$ cat config.mk
export PLATFORM = sky130hd
export DESIGN_NAME = poa_instr_flat
export DESIGN_NICKNAME = d
export VERILOG_FILES = /design/src/shared/poa_pkg.sv /design/src/shared/poa_if.sv /design/src/poa_instr.sv /design/src/flat_wrapper.sv
export SDC_FILE = /design/constraint.sdc
export NUM_CORES = 2
export LEC_CHECK = 0
export ABC_CLOCK_PERIOD_IN_PS = 91200
export BUFFER_PORTS_ARGS = -buffer_cell sky130_fd_sc_hd__buf_2
export CAP_MARGIN = 20
export CORE_AREA = 8 8 390 392
export CTS_BUF_LIST = sky130_fd_sc_hd__clkbuf_4 sky130_fd_sc_hd__clkbuf_8
export CTS_CLUSTER_DIAMETER = 120
export DETAILED_ROUTE_END_ITERATION = 10
export DIE_AREA = 0 0 398 400
export GPL_ROUTABILITY_DRIVEN = 0
export GPL_TIMING_DRIVEN = 0
export SLEW_MARGIN = 20
export SYNTH_ARGS = -nofsm -noshare
export SYNTH_HDL_FRONTEND = slang
export SYNTH_SLANG_ARGS = --single-unit
$ cat constraint.sdc
create_clock -name i_mclk -period 91.2 [get_ports i_mclk]
set_input_delay 13.68 -clock i_mclk [delete_from_list [all_inputs] [get_ports i_mclk]]
set_output_delay 13.68 -clock i_mclk [all_outputs]
set_load 0.03 [all_outputs]
$ cat src/shared/poa_pkg.sv
// poa_pkg: constants and types shared by the instrument end and controller end
// assumes: both ends run on i_mclk at 40 MHz
package poa_pkg;
  localparam int unsigned CLK_HZ       = 40000000;
  localparam int unsigned FLASH_MS     = 250;   // indicator half period
  localparam int unsigned FLASH_CYC    = (CLK_HZ / 1000) * FLASH_MS;
  localparam int unsigned PWM_HZ       = 2000;  // buzzer tone
  localparam int unsigned PWM_CYC      = CLK_HZ / (2 * PWM_HZ);
  localparam int unsigned EVAL_US      = 10;    // least evaluation phase
  localparam int unsigned EVAL_CYC     = (CLK_HZ / 1000000) * EVAL_US;
  localparam int unsigned NUM_SW       = 6;
  localparam int unsigned RD_W         = 16;    // signed channel reading width
  localparam int unsigned NUM_PROG     = 16;
  localparam int unsigned CNT_W        = 16;
  localparam int unsigned CTR_W        = 24;
  localparam logic [7:0]  PCT_FULL     = 8'h64; // one hundred percent

  // switch configuration fields
  typedef struct packed {
    logic            chan_y;      // 0: x channel, 1: y channel
    logic            ref_trig;    // x only: 1 trigger reference
    logic            act_high;
    logic [RD_W-1:0] thresh;
  } poa_sw_cfg_t;

  typedef enum logic [2:0] {
    POA_IDLE, POA_MEAS, POA_EVAL, POA_ACKW, POA_STAT
  } poa_state_t;
endpackage : poa_pkg

$ cat src/shared/poa_if.sv
// poa_if: discrete lines between the instrument and the controller
// assumes: both ends share i_mclk; the bench joins the two modports
`timescale 1ns/1ps
`default_nettype none
interface poa_if;
  import poa_pkg::*;
  logic              start;
  logic              stat_reset;
  logic              operator_fail_acknowledge_in;
  logic              ready;
  logic              verdict_ok_out;
  logic              verdict_fail_out;
  logic              online_window_violation;
  logic              fail_indicator_lamp;
  logic              lock_out;
  logic              buzzer_out;
  logic [NUM_SW-1:0] switch_out;

  modport instr (input start, stat_reset, operator_fail_acknowledge_in,
                 output ready, verdict_ok_out, verdict_fail_out, online_window_violation,
                 fail_indicator_lamp, lock_out, buzzer_out, switch_out);
  modport ctrl (output start, stat_reset, operator_fail_acknowledge_in,
                input ready, verdict_ok_out, verdict_fail_out, online_window_violation,
                fail_indicator_lamp, lock_out, buzzer_out, switch_out);
endinterface : poa_if
`default_nettype wire

$ cat src/poa_instr.sv
// poa_instr: instrument end, online flag, switch outputs, acknowledge, statistics reset
// assumes: link inputs come from another party and are synchronised here;
// readings, verdicts and config come from the same-clock measurement engine
//
// Behaviour
// - controller checks ready before starting
// - controller starts measurement with start high
// - online violation low during measurement
// - incorrect window exit raises online violation
// - correct crossing leaves online violation low
// - forbidden edge exit drives violation high
// - violation cleared at next measurement start
// - six switch outputs from threshold compare
// - x absolute output follows reading above threshold
// - absolute reference is sensor zero point
// - absolute x updated idle and measuring
// - trigger x only after trigger, relative
// - y output follows threshold, idle and measuring
// - fail plus ack enabled: flash, lock, buzz
// - acknowledge: lamp steady, lock and buzzer off
// - lamp stays on until next start
// - stat reset only while ready; ready drops
// - controller releases stat reset after ready low
// - stat reset clears counters of every program
// - stat reset clears percentage of every program
// - measuring: both verdicts high, ready low
`timescale 1ns/1ps
`default_nettype none
module poa_instr
  import poa_pkg::*;
(
  input  wire logic                   i_mclk,
  input  wire logic                   i_arst_n,
  poa_if.instr                        link,
  input  wire logic                   i_ack_fail_en,
  input  wire logic                   i_eval_done,
  input  wire logic                   i_eval_fail,
  input  wire logic                   i_win_exit_bad,
  input  wire logic                   i_trig_seen,
  input  wire logic signed [RD_W-1:0] i_x_abs,
  input  wire logic signed [RD_W-1:0] i_x_trig,
  input  wire logic signed [RD_W-1:0] i_y,
  input  wire poa_sw_cfg_t            i_sw_cfg [NUM_SW],
  input  wire logic [3:0]             i_prog_sel,
  input  wire logic                   i_part_done,
  output logic [CNT_W-1:0]            o_part_cnt,
  output logic [CNT_W-1:0]            o_fail_cnt,
  output logic [7:0]                  o_fail_pct
);
  typedef struct packed {
    poa_state_t        st;
    logic [1:0]        s_start;
    logic [1:0]        s_rst;
    logic [1:0]        s_ack;
    logic              ready;
    logic              ok;
    logic              fail;
    logic              onl;
    logic              lamp_on;
    logic              flash;
    logic              lock;
    logic              buzz;
    logic [CTR_W-1:0]  fl_cnt;
    logic [CTR_W-1:0]  pw_cnt;
    logic [CTR_W-1:0]  ev_cnt;
    logic [NUM_SW-1:0] sw;
  } poa_st_t;

  poa_st_t s_q;
  poa_st_t s_d;

  // statistics memory, one entry per program
  logic [CNT_W-1:0] part_mem_q [NUM_PROG];
  logic [CNT_W-1:0] fail_mem_q [NUM_PROG];
  logic [7:0]       pct_mem_q  [NUM_PROG];
  logic             clr_all;
  logic [NUM_SW-1:0] cmp;
  logic              meas_act;

  assign meas_act = (s_q.st == POA_MEAS);

  ////////////////////////////////////////////////////////////////////////////
  // threshold compare per switch output
  genvar g;
  generate
    for (g = 0; g < NUM_SW; g++) begin : g_sw
      logic signed [RD_W-1:0] rd;
      logic                   en;
      always_comb begin
        rd = i_sw_cfg[g].chan_y ? i_y : (i_sw_cfg[g].ref_trig ? i_x_trig : i_x_abs);
        en = i_sw_cfg[g].chan_y || !i_sw_cfg[g].ref_trig || (meas_act && i_trig_seen);
      end
      assign cmp[g] = en ? ((rd > $signed(i_sw_cfg[g].thresh)) == i_sw_cfg[g].act_high)
                         : !i_sw_cfg[g].act_high;
    end
  endgenerate

  ////////////////////////////////////////////////////////////////////////////
  // next state
  always_comb begin
    s_d         = s_q;
    clr_all     = 1'b0;
    s_d.s_start = {s_q.s_start[0], link.start};
    s_d.s_rst   = {s_q.s_rst[0], link.stat_reset};
    s_d.s_ack   = {s_q.s_ack[0], link.operator_fail_acknowledge_in};
    s_d.sw      = cmp;
    // flash timer runs free; pwm timer runs in every state but restarts when lock is set; buzz toggles only while locked
    if (s_q.fl_cnt >= CTR_W'(FLASH_CYC - 1)) begin
      s_d.fl_cnt = '0;
      s_d.flash  = !s_q.flash;
    end else begin
      s_d.fl_cnt = s_q.fl_cnt + 1'b1;
    end
    if (s_q.pw_cnt >= CTR_W'(PWM_CYC - 1)) begin
      s_d.pw_cnt = '0;
    end else begin
      s_d.pw_cnt = s_q.pw_cnt + 1'b1;
    end
    if (s_q.lock && s_q.pw_cnt == '0) begin
      s_d.buzz = !s_q.buzz;
    end
    case (s_q.st)
      POA_IDLE: begin
        if (s_q.s_start[1]) begin
          s_d.st      = POA_MEAS;
          s_d.ready   = 1'b0;
          s_d.ok      = 1'b1;
          s_d.fail    = 1'b1;
          s_d.onl     = 1'b0;
          s_d.lamp_on = 1'b0;
        end else if (s_q.s_rst[1]) begin
          s_d.st    = POA_STAT;
          s_d.ready = 1'b0;
          clr_all   = 1'b1;
        end
      end
      POA_MEAS: begin
        if (i_win_exit_bad) begin
          s_d.onl = 1'b1;
        end
        if (!s_q.s_start[1]) begin
          s_d.st     = POA_EVAL;
          s_d.ev_cnt = '0;
        end
      end
      POA_EVAL: begin
        s_d.ev_cnt = s_q.ev_cnt + 1'b1;
        if (i_eval_done && s_q.ev_cnt >= CTR_W'(EVAL_CYC)) begin
          s_d.ok   = !i_eval_fail;
          s_d.fail = i_eval_fail;
          if (i_eval_fail && i_ack_fail_en) begin
            s_d.st      = POA_ACKW;
            s_d.lamp_on = 1'b1;
            s_d.lock    = 1'b1;
            s_d.pw_cnt  = '0;
          end else begin
            s_d.st    = POA_IDLE;
            s_d.ready = 1'b1;
          end
        end
      end
      POA_ACKW: begin
        if (s_q.s_ack[1]) begin
          s_d.lock  = 1'b0;
          s_d.buzz  = 1'b0;
          s_d.st    = POA_IDLE;
          s_d.ready = 1'b1;
        end
      end
      POA_STAT: begin
        if (!s_q.s_rst[1]) begin
          s_d.st    = POA_IDLE;
          s_d.ready = 1'b1;
        end
      end
      default: s_d.st = POA_IDLE;
    endcase
  end

  // state register
  always_ff @(posedge i_mclk or negedge i_arst_n) begin
    if (!i_arst_n) begin
      s_q       <= '0;
      s_q.st    <= POA_IDLE;
      s_q.ready <= 1'b1;
    end else begin
      s_q <= s_d;
    end
  end

  ////////////////////////////////////////////////////////////////////////////
  // per-program statistics, cleared for all programs at once
  always_ff @(posedge i_mclk or negedge i_arst_n) begin
    if (!i_arst_n) begin
      for (int i = 0; i < NUM_PROG; i++) begin
        part_mem_q[i] <= '0;
        fail_mem_q[i] <= '0;
        pct_mem_q[i]  <= '0;
      end
    end else if (clr_all) begin
      for (int i = 0; i < NUM_PROG; i++) begin
        part_mem_q[i] <= '0;
        fail_mem_q[i] <= '0;
        pct_mem_q[i]  <= '0;
      end
    end else if (i_part_done) begin
      part_mem_q[i_prog_sel] <= part_mem_q[i_prog_sel] + 1'b1;
      fail_mem_q[i_prog_sel] <= fail_mem_q[i_prog_sel] + {{(CNT_W-1){1'b0}}, i_eval_fail};
      pct_mem_q[i_prog_sel]  <= pct_calc(part_mem_q[i_prog_sel] + 1'b1,
                                         fail_mem_q[i_prog_sel] + {{(CNT_W-1){1'b0}}, i_eval_fail});
    end
  end

  function automatic logic [7:0] pct_calc(input logic [CNT_W-1:0] parts,
                                          input logic [CNT_W-1:0] fails);
    logic [CNT_W+7:0] prod;
    prod = fails * {{(CNT_W){1'b0}}, PCT_FULL};
    return (parts == '0) ? 8'h00 : 8'(prod / {8'h00, parts});
  endfunction

  ////////////////////////////////////////////////////////////////////////////
  // outputs
  assign o_part_cnt                   = part_mem_q[i_prog_sel];
  assign o_fail_cnt                   = fail_mem_q[i_prog_sel];
  assign o_fail_pct                   = pct_mem_q[i_prog_sel];
  assign link.ready                   = s_q.ready;
  assign link.verdict_ok_out          = s_q.ok;
  assign link.verdict_fail_out        = s_q.fail;
  assign link.online_window_violation = s_q.onl;
  assign link.fail_indicator_lamp     = s_q.lamp_on && (!s_q.lock || s_q.flash);
  assign link.lock_out                = s_q.lock;
  assign link.buzzer_out              = s_q.buzz;
  assign link.switch_out              = s_q.sw;
endmodule : poa_instr
`default_nettype wire

$ cat src/flat_wrapper.sv
// flat-port wrapper written by rule: the top's interface ports become plain ports
module poa_instr_flat import poa_pkg::*;
  (i_mclk, i_arst_n, i_ack_fail_en, i_eval_done, i_eval_fail, i_win_exit_bad, i_trig_seen, i_x_abs, i_x_trig, i_y, i_sw_cfg, i_prog_sel, i_part_done, o_part_cnt, o_fail_cnt, o_fail_pct, link_start, link_stat_reset, link_operator_fail_acknowledge_in, link_ready, link_verdict_ok_out, link_verdict_fail_out, link_online_window_violation, link_fail_indicator_lamp, link_lock_out, link_buzzer_out, link_switch_out);
  poa_if link_i ();
  input  wire logic i_mclk;
  input  wire logic i_arst_n;
  input  wire logic i_ack_fail_en;
  input  wire logic i_eval_done;
  input  wire logic i_eval_fail;
  input  wire logic i_win_exit_bad;
  input  wire logic i_trig_seen;
  input  wire logic signed [RD_W-1:0] i_x_abs;
  input  wire logic signed [RD_W-1:0] i_x_trig;
  input  wire logic signed [RD_W-1:0] i_y;
  input  wire poa_sw_cfg_t i_sw_cfg[NUM_SW];
  input  wire logic [3:0] i_prog_sel;
  input  wire logic i_part_done;
  output logic [CNT_W-1:0] o_part_cnt;
  output logic [CNT_W-1:0] o_fail_cnt;
  output logic [7:0] o_fail_pct;
  input wire logic [$bits(link_i.start)-1:0] link_start;
  input wire logic [$bits(link_i.stat_reset)-1:0] link_stat_reset;
  input wire logic [$bits(link_i.operator_fail_acknowledge_in)-1:0] link_operator_fail_acknowledge_in;
  output wire logic [$bits(link_i.ready)-1:0] link_ready;
  output wire logic [$bits(link_i.verdict_ok_out)-1:0] link_verdict_ok_out;
  output wire logic [$bits(link_i.verdict_fail_out)-1:0] link_verdict_fail_out;
  output wire logic [$bits(link_i.online_window_violation)-1:0] link_online_window_violation;
  output wire logic [$bits(link_i.fail_indicator_lamp)-1:0] link_fail_indicator_lamp;
  output wire logic [$bits(link_i.lock_out)-1:0] link_lock_out;
  output wire logic [$bits(link_i.buzzer_out)-1:0] link_buzzer_out;
  output wire logic [$bits(link_i.switch_out)-1:0] link_switch_out;
  assign link_i.start = link_start;
  assign link_i.stat_reset = link_stat_reset;
  assign link_i.operator_fail_acknowledge_in = link_operator_fail_acknowledge_in;
  assign link_ready = link_i.ready;
  assign link_verdict_ok_out = link_i.verdict_ok_out;
  assign link_verdict_fail_out = link_i.verdict_fail_out;
  assign link_online_window_violation = link_i.online_window_violation;
  assign link_fail_indicator_lamp = link_i.fail_indicator_lamp;
  assign link_lock_out = link_i.lock_out;
  assign link_buzzer_out = link_i.buzzer_out;
  assign link_switch_out = link_i.switch_out;
  poa_instr u_core (.i_mclk(i_mclk), .i_arst_n(i_arst_n), .link(link_i), .i_ack_fail_en(i_ack_fail_en), .i_eval_done(i_eval_done), .i_eval_fail(i_eval_fail), .i_win_exit_bad(i_win_exit_bad), .i_trig_seen(i_trig_seen), .i_x_abs(i_x_abs), .i_x_trig(i_x_trig), .i_y(i_y), .i_sw_cfg(i_sw_cfg), .i_prog_sel(i_prog_sel), .i_part_done(i_part_done), .o_part_cnt(o_part_cnt), .o_fail_cnt(o_fail_cnt), .o_fail_pct(o_fail_pct));
endmodule
==> run metrics <==
status=complete, no violations; max-slew violation count=0; CTS tree=yes; Buffers on Ports=roughly 220; global-route wire length before repair=between 300 and 400 mm; post-route minimum period=between 80 and 90 ns; final wirelength=approximately 210 mm; vias per cell=between 5 and 6; pre-CTS setup slack=-17.72 ns; max incr delay on CP=around 0.54 ns; hold_buf cts=0; largest cells by area after synthesis=dfrtp_1, ha_1, o21ai_0; CTS Buffer Depth=3; worst hold path startpoint=u_core.s_d[87]; GRT Total Usage=0.254; Post-synth EDFFs=0; grt ovf=0; Starting Density=0.396; yosys warns=0; Final Cycle Share=0.948; final net count=roughly 7800; chip width=398 um; startpoint types=input port; synthesized flop and latch total=around 740; worst r2r dst=u_core.pct_mem_q[104]; vias in the first global route=53100; CP Capture Type=flip-flop; hold path endpoint=u_core.s_q[87]; commonest cells after routing, fill and taps aside=nand2_1, o21ai_0, dfrtp_1; Critical-path top delay cell=or4_4; Die Ht=roughly 400 um; DP HPWL=156 mm; Worst EP arrival=87.23 ns; IO Pins=between 200 and 250; commonest non-fill, non-tap cell in the layout=nand2_1; Post-Synthesis Cell Area=57900 sq um; clk root buf=clkbuf_8; unique cell type count in the Yosys netlist=126; dominant cell type by area after synthesis=dfrtp_1; clock transition at the registers of the reported paths=0.06 ns; Synth top area share=0.317; share of cells above drive strength 1=0.174; Register-to-Register Path Depth=approximately 400; Placeable Area=~150000 sq um; Reg2Reg Launch Point=u_core.part_mem_q[80]; Critical Path RT=approximately 92 ns; worst hold stages=0; worst hold path class=flip-flop to flip-flop; Vias=around 55000; ANT nets after route=0; CTS sink cnt=between 700 and 800; Post-Syn Area per Cell=about 8.7 sq um; drt pass-1 iters=6; worst slew pin tran=between 1 and 1.5 ns; # DRC=0; Synth Instances=around 6700; Starting DRT DRC Count=~5300; critical path class=input port to flip-flop; Area Growth Syn to Fin=16.7%; initial antenna violation count=16; relative slew slack=0.209; Worst Setup Slack, final=4.70 ns; MaxCap Viol Count=0; Hold Fails Final Rpt=0; per-cell routed wire length=around 23 um; sequential fraction of the synthesis area=0.318; Post-Route Skew=between 0.1 and 0.15 ns; DIE AREA=about 160000 sq um; R2R Setup Slk=18.72 ns; CTS Buf Count=120; worst skew pair latency=between 0.8 and 0.9 ns; ys flop type=dfrtp_1; ys async rst share=1.00; CTS H-tree lvls=3; f_max=11.6 MHz; final setup fails=0; largest net degree at the start of global routing=103; Max FO, Critical Path=10; # rows=approximately 140
## metrics by stage
stage | setup TNS [ns] | area [sq um] | utilization | hold WS, ns | std cells
2_1_floorplan | 0 | 57900 | - | 0.331 | 6679
3_3_place_gp | -720.72 | 61400 | 0.420 | 0.333 | 8830
3_5_place_dp | -766.96 | 62000 | 0.424 | 0.335 | 8849
4_1_cts | 0 | 65900 | 0.451 | 0.349 | 9100
5_1_grt | -6.68 | 67600 | 0.462 | 0.349 | 9194
6_report | 0 | 67600 | 0.462 | 0.347 | 9197
## kinds of logic (layout without fill, tap and decap cells)
group	count (synthesis)	after routing	synth area share
compound gates	1980	1980	0.210
xor+xnor	318	318	0.0485
fa+ha+maj	434	434	0.0950
buf+inv	610	1185	0.0419
flops	735	735	0.318
mux	387	387	0.109
other cells	1	22	0.0000648
simple gates	2205	2206	0.177
## metal layers
layer	vias to the layer above	global-route usage	part of all wire
met5	-	0	0.00020
met3	463	0.0502	0.083
met4	6	0.0965	0.040
li1	25200	-	-
met2	2194	0.409	0.46
met1	27000	0.338	0.42
## worst max path at each step
stage                  startpoint                    end  cells after the start
floorplan           i_prog_sel[0]    u_core.pct_mem_q[0]                    425
global placement    i_prog_sel[1]   u_core.pct_mem_q[32]                    426
detailed placement  i_prog_sel[1]   u_core.pct_mem_q[40]                    427
CTS                 i_prog_sel[0]   u_core.pct_mem_q[40]                    420
global route        i_prog_sel[0]  u_core.pct_mem_q[104]                    423
finish              i_prog_sel[0]  u_core.pct_mem_q[104]                    410
## critical path, delay by kind of cell
family,cells,cell delay (ns)
buf+inv,46,7.95
simple gates,125,19.02
xor+xnor,7,1.20
compound gates,199,34.45
fa+ha+maj,26,7.95
mux,7,2.73
## area by class of cell
cell class,instances,area [sq um]
tap,1930,2410
buffer,330,1950
clock inverter,31,298
sequential,735,18400
clock buffer,191,2440
multi-input combinational,5335,38400
antenna,12,30.0
fill,14100,78700
timing repair buffer,364,2630
inverter,269,1020
## cells in the mapped netlist, types with 37 or more instances
master	n
nand2b_1	100
a21o_1	142
o31ai_1	54
nand2_1	1042
mux2i_1	123
o21a_1	86
dfrtp_1	734
a21oi_1	334
nor2_1	358
ha_1	425
and2_1	54
xnor2_1	198
xor2_1	117
nor3_1	104
o21ai_0	931
mux2_2	75
nor2b_1	67
and3_1	42
o211ai_1	47
a22o_1	51
clkbuf_1	278
nor4_1	37
mux4_2	187
inv_1	268
nand3_1	135
nand4_1	98
## registers in the layout, indices dropped and copies added (netlist names), 3 cells and up
name,count
u_core.fail_mem_q,256
u_core.part_mem_q,256
u_core.pct_mem_q,128
u_core.s_q,80
u_core.link.switch_out,6
u_core.s_d,3
## repair_timing
action | CTS | global route
cloned | 0 | 2
setup buffers | 36 | 86
resized for setup | 259 | 279
pin swaps | 20 | 63
endpoints found under the setup margin | 64 | 48
Power is not shown: default switching activity piles up to over one toggle a cycle in this logic, so the estimate is an artifact.
